[src/core/ic_pkg.sv]
// Package for the interrupt controller: register map, field layouts, widths.
// Assumes one system clock shared by both ends of the register link.
package ic_pkg;
  localparam int ADDR_W = 12;
  localparam int BYTE_W = 8;
  localparam int LEVEL_W = 16;
  localparam int EDGE_W = 8;
  localparam int SRC_W = 24;
  localparam int ID_W = 5;

  // Device register byte addresses
  localparam logic [ADDR_W-1:0] ADDR_MASK_LOW = 12'h640;
  localparam logic [ADDR_W-1:0] ADDR_MASK_MID = 12'h641;
  localparam logic [ADDR_W-1:0] ADDR_MASK_HIGH = 12'h642;
  localparam logic [ADDR_W-1:0] ADDR_GLOBAL_EN = 12'h643;
  localparam logic [ADDR_W-1:0] ADDR_PRIO_LOW = 12'h644;
  localparam logic [ADDR_W-1:0] ADDR_PRIO_MID = 12'h645;
  localparam logic [ADDR_W-1:0] ADDR_PRIO_HIGH = 12'h646;
  localparam logic [ADDR_W-1:0] ADDR_FLAGS_LOW = 12'h648;
  localparam logic [ADDR_W-1:0] ADDR_FLAGS_MID = 12'h649;
  localparam logic [ADDR_W-1:0] ADDR_FLAGS_HIGH = 12'h64A;

  // Implemented bits of each byte; reserved bits read zero
  localparam logic [BYTE_W-1:0] VALID_LOW = 8'hF7;
  localparam logic [BYTE_W-1:0] VALID_MID = 8'hE0;
  localparam logic [BYTE_W-1:0] VALID_HIGH = 8'h7D;
  localparam logic [BYTE_W-1:0] VALID_GLOBAL = 8'h01;
  localparam logic [BYTE_W-1:0] RESET_BYTE = 8'h00;
  localparam int GLOBAL_EN_BIT = 0;

  // Controller registers on Wishbone, byte offsets
  localparam int WB_ADR_W = 8;
  localparam logic [WB_ADR_W-1:0] WB_CMD_ADDR = 8'h00;
  localparam logic [WB_ADR_W-1:0] WB_CMD_DATA = 8'h04;
  localparam logic [WB_ADR_W-1:0] WB_CTRL = 8'h08;
  localparam logic [WB_ADR_W-1:0] WB_STATUS = 8'h0C;
  localparam logic [WB_ADR_W-1:0] WB_RDATA = 8'h10;
  localparam logic [WB_ADR_W-1:0] WB_IRQ_STAT = 8'h14;
  localparam logic [WB_ADR_W-1:0] WB_IRQ_MASK = 8'h18;
  localparam int CTRL_START_BIT = 0;
  localparam int CTRL_WRITE_BIT = 1;
  localparam int ST_BUSY_BIT = 0;
  localparam int ST_IRQ_BIT = 1;
  localparam int ST_ID_LSB = 8;
  localparam int ST_HIGH_BIT = 13;
  localparam int EV_DONE_BIT = 0;
  localparam int EV_IRQ_BIT = 1;
  localparam int EV_W = 2;

  typedef enum logic [1:0] {
    IC_IDLE = 2'b00,
    IC_ISSUE = 2'b01,
    IC_CAPTURE = 2'b10
  } ic_state_t;
endpackage

[src/core/ic_if.sv]
// Link between the interrupt controller device and the processor-side end.
// Assumes both ends share clk_i; strobes are one-cycle pulses.
`timescale 1ns/1ps
interface ic_if;
  import ic_pkg::*;
  logic [ADDR_W-1:0] reg_addr;
  logic [BYTE_W-1:0] reg_wdata;
  logic reg_we;
  logic reg_re;
  logic [BYTE_W-1:0] reg_rdata;
  logic irq;
  logic [ID_W-1:0] irq_id;
  logic irq_high;

  modport dev (
    input reg_addr,
    input reg_wdata,
    input reg_we,
    input reg_re,
    output reg_rdata,
    output irq,
    output irq_id,
    output irq_high
  );

  modport host (
    output reg_addr,
    output reg_wdata,
    output reg_we,
    output reg_re,
    input reg_rdata,
    input irq,
    input irq_id,
    input irq_high
  );
endinterface

[src/core/ic_dev.sv]
// Interrupt controller device: masks, priorities, flags, combined request.
// Assumes peripheral requests come from logic on clk_i (no synchroniser).
// Function
// Mask byte low enables level sources
// Mask byte mid enables three level sources
// Mask byte high enables edge sources
// Global enable bit gates every interrupt
// One priority bit per source, one high
// Simultaneous requests presented high priority first
// Software leaves priority bits at reset
// Source request sets its flag bit
// Flag bytes read as 24-bit word
// Edge flags cleared by writing one
// Bus frame source is flag bit sixteen
// Level flags follow peripheral status
// Software sets mask before global enable
// All registers reset to zero
// Sixteen level and eight edge sources; the code implements 10 level and 6 edge source bits
// Irq when enabled and unmasked flag set
// Edge set wins over same-cycle clear
//
// Our own choice: the Wishbone slave port.
`timescale 1ns/1ps
module ic_dev (
  input wire logic clk_i,
  input wire logic rst_i,
  input wire logic ce_i,
  input wire logic [ic_pkg::LEVEL_W-1:0] level_req_i,
  input wire logic [ic_pkg::EDGE_W-1:0] edge_req_i,
  output logic [ic_pkg::SRC_W-1:0] flags_o,
  ic_if.dev link
);
  import ic_pkg::*;

  logic [BYTE_W-1:0] mask_low_ff;
  logic [BYTE_W-1:0] mask_mid_ff;
  logic [BYTE_W-1:0] mask_high_ff;
  logic [BYTE_W-1:0] global_ff;
  logic [BYTE_W-1:0] prio_low_ff;
  logic [BYTE_W-1:0] prio_mid_ff;
  logic [BYTE_W-1:0] prio_high_ff;
  logic [LEVEL_W-1:0] level_flag_ff;
  logic [EDGE_W-1:0] edge_flag_ff;
  logic [EDGE_W-1:0] edge_prev_ff;
  logic [BYTE_W-1:0] rdata_ff;
  logic irq_ff;
  logic [ID_W-1:0] id_ff;
  logic high_ff;
  logic [SRC_W-1:0] flag_word;
  logic [SRC_W-1:0] mask_word;
  logic [SRC_W-1:0] prio_word;
  logic [SRC_W-1:0] pending;
  logic [SRC_W-1:0] pending_high;
  logic [EDGE_W-1:0] edge_rise;
  logic [EDGE_W-1:0] edge_clr;
  logic [BYTE_W-1:0] nxt_rdata;
  logic [ID_W-1:0] nxt_id;
  logic nxt_high;
  logic found;

  ////////////////////////////////////////////////////////////////////////////
  // Word views
  assign flag_word = {edge_flag_ff, level_flag_ff};
  assign mask_word = {mask_high_ff, mask_mid_ff, mask_low_ff};
  assign prio_word = {prio_high_ff, prio_mid_ff, prio_low_ff};
  assign pending = flag_word & mask_word;
  assign pending_high = pending & prio_word;
  assign flags_o = flag_word;

  ////////////////////////////////////////////////////////////////////////////
  // Mask registers
  always_ff @(posedge clk_i) begin
    if (rst_i) begin
      mask_low_ff <= RESET_BYTE;
      mask_mid_ff <= RESET_BYTE;
      mask_high_ff <= RESET_BYTE;
    end else if (ce_i && link.reg_we) begin
      if (link.reg_addr == ADDR_MASK_LOW) begin
        mask_low_ff <= link.reg_wdata & VALID_LOW;
      end
      if (link.reg_addr == ADDR_MASK_MID) begin
        mask_mid_ff <= link.reg_wdata & VALID_MID;
      end
      if (link.reg_addr == ADDR_MASK_HIGH) begin
        mask_high_ff <= link.reg_wdata & VALID_HIGH;
      end
    end
  end

  ////////////////////////////////////////////////////////////////////////////
  // Global enable
  always_ff @(posedge clk_i) begin
    if (rst_i) begin
      global_ff <= RESET_BYTE;
    end else if (ce_i && link.reg_we && link.reg_addr == ADDR_GLOBAL_EN) begin
      global_ff <= link.reg_wdata & VALID_GLOBAL;
    end
  end

  ////////////////////////////////////////////////////////////////////////////
  // Priority registers, kept writable though software should not touch them
  always_ff @(posedge clk_i) begin
    if (rst_i) begin
      prio_low_ff <= RESET_BYTE;
      prio_mid_ff <= RESET_BYTE;
      prio_high_ff <= RESET_BYTE;
    end else if (ce_i && link.reg_we) begin
      if (link.reg_addr == ADDR_PRIO_LOW) begin
        prio_low_ff <= link.reg_wdata & VALID_LOW;
      end
      if (link.reg_addr == ADDR_PRIO_MID) begin
        prio_mid_ff <= link.reg_wdata & VALID_MID;
      end
      if (link.reg_addr == ADDR_PRIO_HIGH) begin
        prio_high_ff <= link.reg_wdata & VALID_HIGH;
      end
    end
  end

  ////////////////////////////////////////////////////////////////////////////
  // Level flags mirror the peripheral status; cleared only at the source
  always_ff @(posedge clk_i) begin
    if (rst_i) begin
      level_flag_ff <= '0;
    end else if (ce_i) begin
      level_flag_ff <= level_req_i & {VALID_MID, VALID_LOW};
    end
  end

  ////////////////////////////////////////////////////////////////////////////
  // Edge flags are sticky
  assign edge_rise = edge_req_i & ~edge_prev_ff & VALID_HIGH;
  assign edge_clr = (link.reg_we && link.reg_addr == ADDR_FLAGS_HIGH) ?
                    link.reg_wdata : '0;

  always_ff @(posedge clk_i) begin
    if (rst_i) begin
      edge_prev_ff <= '0;
    end else if (ce_i) begin
      edge_prev_ff <= edge_req_i;
    end
  end

  always_ff @(posedge clk_i) begin
    if (rst_i) begin
      edge_flag_ff <= '0;
    end else if (ce_i) begin
      // Set after clear so a new edge is never lost
      edge_flag_ff <= (edge_flag_ff & ~edge_clr) | edge_rise;
    end
  end

  ////////////////////////////////////////////////////////////////////////////
  // Read path, data valid the cycle after the read strobe
  always_comb begin
    unique case (link.reg_addr)
      ADDR_MASK_LOW: nxt_rdata = mask_low_ff;
      ADDR_MASK_MID: nxt_rdata = mask_mid_ff;
      ADDR_MASK_HIGH: nxt_rdata = mask_high_ff;
      ADDR_GLOBAL_EN: nxt_rdata = global_ff;
      ADDR_PRIO_LOW: nxt_rdata = prio_low_ff;
      ADDR_PRIO_MID: nxt_rdata = prio_mid_ff;
      ADDR_PRIO_HIGH: nxt_rdata = prio_high_ff;
      ADDR_FLAGS_LOW: nxt_rdata = flag_word[BYTE_W-1:0];
      ADDR_FLAGS_MID: nxt_rdata = flag_word[2*BYTE_W-1:BYTE_W];
      ADDR_FLAGS_HIGH: nxt_rdata = flag_word[SRC_W-1:2*BYTE_W];
      default: nxt_rdata = RESET_BYTE;
    endcase
  end

  always_ff @(posedge clk_i) begin
    if (rst_i) begin
      rdata_ff <= RESET_BYTE;
    end else if (ce_i && link.reg_re) begin
      rdata_ff <= nxt_rdata;
    end
  end

  ////////////////////////////////////////////////////////////////////////////
  // Source selection: lowest index among high-priority, else among all
  always_comb begin
    nxt_id = '0;
    nxt_high = 1'b0;
    found = 1'b0;
    for (int i = 0; i < SRC_W; i++) begin
      if (!found && pending_high[i]) begin
        nxt_id = ID_W'(i);
        nxt_high = 1'b1;
        found = 1'b1;
      end
    end
    for (int i = 0; i < SRC_W; i++) begin
      if (!found && pending[i]) begin
        nxt_id = ID_W'(i);
        found = 1'b1;
      end
    end
  end

  ////////////////////////////////////////////////////////////////////////////
  // Combined request to the processor
  always_ff @(posedge clk_i) begin
    if (rst_i) begin
      irq_ff <= 1'b0;
      id_ff <= '0;
      high_ff <= 1'b0;
    end else if (ce_i) begin
      irq_ff <= global_ff[GLOBAL_EN_BIT] && (|pending);
      id_ff <= nxt_id;
      high_ff <= nxt_high;
    end
  end

  assign link.reg_rdata = rdata_ff;
  assign link.irq = irq_ff;
  assign link.irq_id = id_ff;
  assign link.irq_high = high_ff;
endmodule

[src/flat_wrapper.sv]
// flat-port wrapper written by rule: the top's interface ports become plain ports
module ic_dev_flat import ic_pkg::*;
  (clk_i, rst_i, ce_i, level_req_i, edge_req_i, flags_o, link_reg_addr, link_reg_wdata, link_reg_we, link_reg_re, link_reg_rdata, link_irq, link_irq_id, link_irq_high);
  ic_if link_i ();
  input wire logic clk_i;
  input wire logic rst_i;
  input wire logic ce_i;
  input wire logic [ic_pkg::LEVEL_W-1:0] level_req_i;
  input wire logic [ic_pkg::EDGE_W-1:0] edge_req_i;
  output logic [ic_pkg::SRC_W-1:0] flags_o;
  input wire logic [$bits(link_i.reg_addr)-1:0] link_reg_addr;
  input wire logic [$bits(link_i.reg_wdata)-1:0] link_reg_wdata;
  input wire logic [$bits(link_i.reg_we)-1:0] link_reg_we;
  input wire logic [$bits(link_i.reg_re)-1:0] link_reg_re;
  output wire logic [$bits(link_i.reg_rdata)-1:0] link_reg_rdata;
  output wire logic [$bits(link_i.irq)-1:0] link_irq;
  output wire logic [$bits(link_i.irq_id)-1:0] link_irq_id;
  output wire logic [$bits(link_i.irq_high)-1:0] link_irq_high;
  assign link_i.reg_addr = link_reg_addr;
  assign link_i.reg_wdata = link_reg_wdata;
  assign link_i.reg_we = link_reg_we;
  assign link_i.reg_re = link_reg_re;
  assign link_reg_rdata = link_i.reg_rdata;
  assign link_irq = link_i.irq;
  assign link_irq_id = link_i.irq_id;
  assign link_irq_high = link_i.irq_high;
  ic_dev u_core (.clk_i(clk_i), .rst_i(rst_i), .ce_i(ce_i), .level_req_i(level_req_i), .edge_req_i(edge_req_i), .flags_o(flags_o), .link(link_i));
endmodule
[config.mk]
export PLATFORM = sky130hd
export DESIGN_NAME = ic_dev_flat
export DESIGN_NICKNAME = d
export VERILOG_FILES = /design/src/core/ic_pkg.sv /design/src/core/ic_if.sv /design/src/core/ic_dev.sv /design/src/flat_wrapper.sv
export SDC_FILE = /design/constraint.sdc
export NUM_CORES = 1
export LEC_CHECK = 0
export ABC_AREA = 1
export BUFFER_PORTS_ARGS = -buffer_cell sky130_fd_sc_hd__buf_2
export CAP_MARGIN = 0
export CORE_MARGIN = 4
export CORE_UTILIZATION = 30
export CTS_CLUSTER_SIZE = 10
export DETAILED_ROUTE_END_ITERATION = 8
export PLACE_DENSITY_LB_ADDON = 0.1
export SLEW_MARGIN = 0
export SYNTH_ARGS = -nofsm -noshare
export SYNTH_HDL_FRONTEND = slang
export SYNTH_SLANG_ARGS = --single-unit
[constraint.sdc]
create_clock -name clk_i -period 2.8 [get_ports clk_i]
set_clock_uncertainty 0.15 [all_clocks]
set_input_delay 0.56 -clock clk_i [delete_from_list [all_inputs] [get_ports clk_i]]
set_output_delay 0.56 -clock clk_i [all_outputs]
set_load 0.01 [all_outputs]
==> report_table.html <==
<table>
<tr><th>Metric</th><th>Value</th></tr>
<tr><th colspan="2">Run status</th></tr>
<tr><td>Result of the run</td><td>completed</td></tr>
<tr><th colspan="2">Timing</th></tr>
<tr><td>Final setup viols</td><td>0</td></tr>
<tr><td>Total negative setup slack</td><td>0 ns</td></tr>
<tr><td>Minimum clock period</td><td>2.43 ns</td></tr>
<tr><td>Period utilization</td><td>86.7%</td></tr>
<tr><td>Pins Over Slew Limit</td><td>0</td></tr>
<tr><td>Final Hold Viols</td><td>0</td></tr>
<tr><td>Final hold slack</td><td>0.303 ns</td></tr>
<tr><td>Worst relative slew slack</td><td>42.0%</td></tr>
<tr><td>Tightest Pin Transition</td><td>0.868 ns</td></tr>
<tr><td>Setup repair after global routing missed its margin</td><td>false</td></tr>
<tr><td>Highest clock rate</td><td>412 MHz</td></tr>
<tr><th colspan="2">Floorplan</th></tr>
<tr><td>Ports</td><td>88</td></tr>
<tr><td>Die outline area</td><td>14800 um^2</td></tr>
<tr><td>Core Rows</td><td>41</td></tr>
<tr><td>Die X-Extent</td><td>122 um</td></tr>
<tr><td>Starting utilization of the core area</td><td>30.7%</td></tr>
<tr><td>Die span in y</td><td>122 um</td></tr>
<tr><td>Std-Cell Core Area</td><td>12600 um^2</td></tr>
<tr><th colspan="2">Power and ir drop</th></tr>
<tr><td>Leakage power total</td><td>0.00211 uW</td></tr>
<tr><td>Total power consumption of the routed design</td><td>2500 uW</td></tr>
<tr><td>Worst-case vdd ir drop</td><td>0.343 mV</td></tr>
<tr><td>Power density relative to cell area</td><td>525 nW/um^2</td></tr>
<tr><th colspan="2">Synth</th></tr>
<tr><td>Synth Warn #</td><td>0</td></tr>
<tr><td>Seq/Total Area, Yosys</td><td>37.2%</td></tr>
<tr><td>Most frequently used flop master after synthesis</td><td>sky130_fd_sc_hd__dfxtp_1</td></tr>
<tr><td>Unique masters post-synth</td><td>39</td></tr>
<tr><td>Post-Syn Area</td><td>3870 um^2</td></tr>
<tr><td>Mapped Cells</td><td>568</td></tr>
<tr><td>Count of flip-flops with a built-in enable after synthesis</td><td>0</td></tr>
<tr><td>FFs w/ async S/R, synth</td><td>0%</td></tr>
<tr><td>Synthesized area per cell</td><td>6.82 um^2</td></tr>
<tr><td>#FFs+latches synth</td><td>72</td></tr>
<tr><th colspan="2">Layout</th></tr>
<tr><td>Post-route core utilization</td><td>37.7%</td></tr>
<tr><td>Share of layout cells above drive strength 1</td><td>18.9%</td></tr>
<tr><td>Area added between synthesis and finish</td><td>22.8%</td></tr>
<tr><td>Diodes inserted</td><td>0</td></tr>
<tr><td>Fin nets</td><td>692</td></tr>
<tr><td>Total area of multi-input combinational cells</td><td>1990 um^2</td></tr>
<tr><td>Sequential cell area</td><td>1440 um^2</td></tr>
<tr><td>Non-filler cells, final</td><td>819</td></tr>
<tr><td>Filler instances</td><td>1455</td></tr>
<tr><th colspan="2">Drt</th></tr>
<tr><td>Detailed-route wire length</td><td>12800 um</td></tr>
<tr><td>Antenna-violating nets left</td><td>0</td></tr>
<tr><td>Vias per cell</td><td>4.90</td></tr>
<tr><td>Detailed-route via count</td><td>4017</td></tr>
<tr><td>DRC violations left</td><td>0</td></tr>
<tr><td>Average wire per cell in the routed design</td><td>15.6 um</td></tr>
<tr><td>DRC violation total after the first TritonRoute iteration</td><td>252</td></tr>
<tr><td>1st-pass router iterations</td><td>5</td></tr>
<tr><th colspan="2">Critical path</th></tr>
<tr><td>Worst Setup SP</td><td>u_core.prio_low_ff[4]</td></tr>
<tr><td>Type of the worst setup path</td><td>reg2reg</td></tr>
<tr><td>Reg-to-reg critical path startpoint</td><td>u_core.prio_low_ff[4]</td></tr>
<tr><td>Crit path max fanout</td><td>6</td></tr>
<tr><td>Required time of the critical path</td><td>2.86 ns</td></tr>
<tr><td>Data arrival, critical path</td><td>2.49 ns</td></tr>
<tr><td>Startpoint class of the critical path</td><td>flop</td></tr>
<tr><td>Critical Path End Type</td><td>flop</td></tr>
<tr><th colspan="2">Clock network</th></tr>
<tr><td>Count of clock tree sinks</td><td>72</td></tr>
<tr><td>Clock network latency to the later pin of the worst-skew pair</td><td>0.33 ns</td></tr>
<tr><td>Clock Pin Slew Worst Setup and Hold Paths</td><td>0.06 ns</td></tr>
<tr><td>Number of hold-repair buffers added at the cts stage</td><td>0</td></tr>
<tr><td>Clock buffer count from CTS</td><td>9</td></tr>
<tr><td>Maximum buffer depth of the clock tree</td><td>2</td></tr>
<tr><td>CTS tree</td><td>built</td></tr>
<tr><td>Clk root buf</td><td>sky130_fd_sc_hd__clkbuf_16</td></tr>
<tr><td>Buffers inserted during post-CTS setup optimization</td><td>0</td></tr>
<tr><td>Count of H-tree levels built during CTS</td><td>3</td></tr>
<tr><th colspan="2">Placement</th></tr>
<tr><td>Placed cell count</td><td>804</td></tr>
<tr><td>Last weighted congestion value of the routability-driven placer</td><td>0.844</td></tr>
<tr><td># port buffers</td><td>73</td></tr>
<tr><td>DPL Wire Length</td><td>10100 um</td></tr>
<tr><th colspan="2">GRT</th></tr>
<tr><td>First-pass GRT wire length</td><td>20100 um</td></tr>
<tr><td>Pin count of the biggest net entering global routing</td><td>40</td></tr>
<tr><td>Antenna violations before repair</td><td>0</td></tr>
<tr><td>Global-route usage over all layers</td><td>17.8%</td></tr>
<tr><td>Grt total ovfl</td><td>0</td></tr>
<tr><td>Via count of the first global-routing pass</td><td>3766</td></tr>
<tr><th colspan="2">Run</th></tr>
<tr><td>Max-capacitance violation count</td><td>0</td></tr>
<tr><th colspan="2">Min path</th></tr>
<tr><td>Min-Delay Path Class</td><td>reg2reg</td></tr>
<tr><td>Worst Hold Launch</td><td>u_core.edge_prev_ff[5]</td></tr>
</table>
## logic make-up after synthesis
logic type             count (synthesis)  synth area share (%)
other                                  1                0.0969
buffers and inverters                116                  12.0
AND/OR/NAND/NOR                      217                  27.4
AO/OA/AOI/OAI                        162                  23.3
flip-flops                            72                  37.2
## through the flow
stage	setup WS, ns	instance area [um^2]
floorplan	0.701	3890
global placement	0.317	4430
detailed placement	0.251	4430
CTS	0.366	4750
global route	0.0263	4750
finish	0.371	4750
## repair_timing
action | CTS | global route
hold endpoints to repair | 0 | 0
endpoints found under the setup margin | 0 | 1
gates resized for setup | 0 | 1
## worst max-delay path: stages, from the launching register on
cell                       delay [ns]
sky130_fd_sc_hd__dfxtp_1         0.36
sky130_fd_sc_hd__nand3_1         0.17
sky130_fd_sc_hd__nand4_1         0.17
sky130_fd_sc_hd__nor2_4          0.18
sky130_fd_sc_hd__nand4_4         0.12
sky130_fd_sc_hd__nor2_4          0.11
sky130_fd_sc_hd__nand4_2         0.10
sky130_fd_sc_hd__nor2_4          0.18
sky130_fd_sc_hd__nand4_4         0.16
sky130_fd_sc_hd__nor2_4          0.16
sky130_fd_sc_hd__nand3b_1        0.09
sky130_fd_sc_hd__nand2_1         0.06
sky130_fd_sc_hd__inv_1           0.04
sky130_fd_sc_hd__nand2_1         0.08
sky130_fd_sc_hd__nand2_1         0.05
sky130_fd_sc_hd__nor2_1          0.09
sky130_fd_sc_hd__nor2_1          0.04
## final timing paths
check / to / slack (ns) / depth (start not counted)
worst max-delay path: u_core.link.irq_id[2] / 0.37 / 16
worst min-delay path: u_core.edge_prev_ff[5] / 0.30 / 2
worst max register to register: u_core.link.irq_id[2] / 0.37 / 16
worst min register to register: u_core.edge_prev_ff[5] / 0.30 / 2
## layer usage
layer | global-route usage (%) | part of all wire, % | wire [um] | up-vias
met5 | 0 | 0 | 0 | -
met4 | 5.32 | 1.5 | 198 | 0
met2 | 27.6 | 45 | 5810 | 118
li1 | - | - | - | 2056
met1 | 24.3 | 47 | 6000 | 1830
met3 | 4.97 | 6.2 | 789 | 13
## power breakdown
group | internal [uW] | leakage, uW | switching [uW]
Clock | 805 | 0.000156 | 452
Combinational | 60.6 | 0.00137 | 109
Sequential | 1050 | 0.000586 | 21.6
## cell usage in the layout (no fill, tap or decap), types with 9 or more instances in the layout
| cell type | netlist | routed |
|---|---|---|
| sky130_fd_sc_hd__buf_4 | 6 | 10 |
| sky130_fd_sc_hd__nand4_1 | 22 | 22 |
| sky130_fd_sc_hd__nand3_1 | 15 | 15 |
| sky130_fd_sc_hd__nand2_1 | 78 | 78 |
| sky130_fd_sc_hd__nor3_1 | 13 | 13 |
| sky130_fd_sc_hd__nor2_1 | 60 | 60 |
| sky130_fd_sc_hd__o22ai_1 | 11 | 11 |
| sky130_fd_sc_hd__o21ai_0 | 55 | 55 |
| sky130_fd_sc_hd__inv_1 | 90 | 90 |
| sky130_fd_sc_hd__clkbuf_16 | 0 | 9 |
| sky130_fd_sc_hd__a211oi_1 | 11 | 11 |
| sky130_fd_sc_hd__dfxtp_1 | 72 | 72 |
| sky130_fd_sc_hd__a21oi_1 | 66 | 66 |
| sky130_fd_sc_hd__buf_2 | 3 | 73 |
## state kept, by name, indices dropped and copies added, names as in the netlist
register	cells
u_core.level_flag_ff	10
u_core.edge_prev_ff	6
u_core.mask_high_ff	6
u_core.prio_high_ff	6
u_core.mask_low_ff	7
u_core.edge_flag_ff	8
u_core.link.irq_id	5
u_core.link.reg_rdata	8
u_core.link.irq_high	1
u_core.link.irq	1
u_core.mask_mid_ff	3
u_core.prio_low_ff	7
u_core.global_ff	1
u_core.prio_mid_ff	3
## Yosys cell counts (2+ instances only)
master	n	share of area (%)
sky130_fd_sc_hd__o22ai_1	11	1.8
sky130_fd_sc_hd__buf_2	3	0.39
sky130_fd_sc_hd__nor2_1	60	5.8
sky130_fd_sc_hd__o21ai_1	3	0.39
sky130_fd_sc_hd__a211oi_1	11	2.1
sky130_fd_sc_hd__buf_4	6	1.2
sky130_fd_sc_hd__nand3_1	15	1.9
sky130_fd_sc_hd__nand2_1	78	7.6
sky130_fd_sc_hd__o21ai_0	55	7.1
sky130_fd_sc_hd__o2111ai_1	3	0.68
sky130_fd_sc_hd__nand3b_1	2	0.39
sky130_fd_sc_hd__dfxtp_1	72	37
sky130_fd_sc_hd__inv_1	90	8.7
sky130_fd_sc_hd__nand4_1	22	3.6
sky130_fd_sc_hd__nand4_4	2	1.1
sky130_fd_sc_hd__nand2_2	2	0.32
sky130_fd_sc_hd__or2_2	6	0.97
sky130_fd_sc_hd__nor2_4	4	1.2
sky130_fd_sc_hd__clkbuf_1	14	1.4
sky130_fd_sc_hd__nor4_1	3	0.48
sky130_fd_sc_hd__a21oi_1	66	8.5
sky130_fd_sc_hd__o41ai_1	2	0.45
sky130_fd_sc_hd__nand3_2	4	1.0
sky130_fd_sc_hd__nor3_1	13	1.7
sky130_fd_sc_hd__o211ai_1	6	1.2
sky130_fd_sc_hd__nor2_2	2	0.32
## area by class of cell
type                    instances  area share, %
clock inverters                 4           1.63
flip-flops and latches         72           30.3
inverters                      92           7.29
repair buffers                 83           9.26
multi-input cells             385           41.9
well taps                     172           4.53
clock buffers                  11           5.11
(Power assumes the default switching activity.)
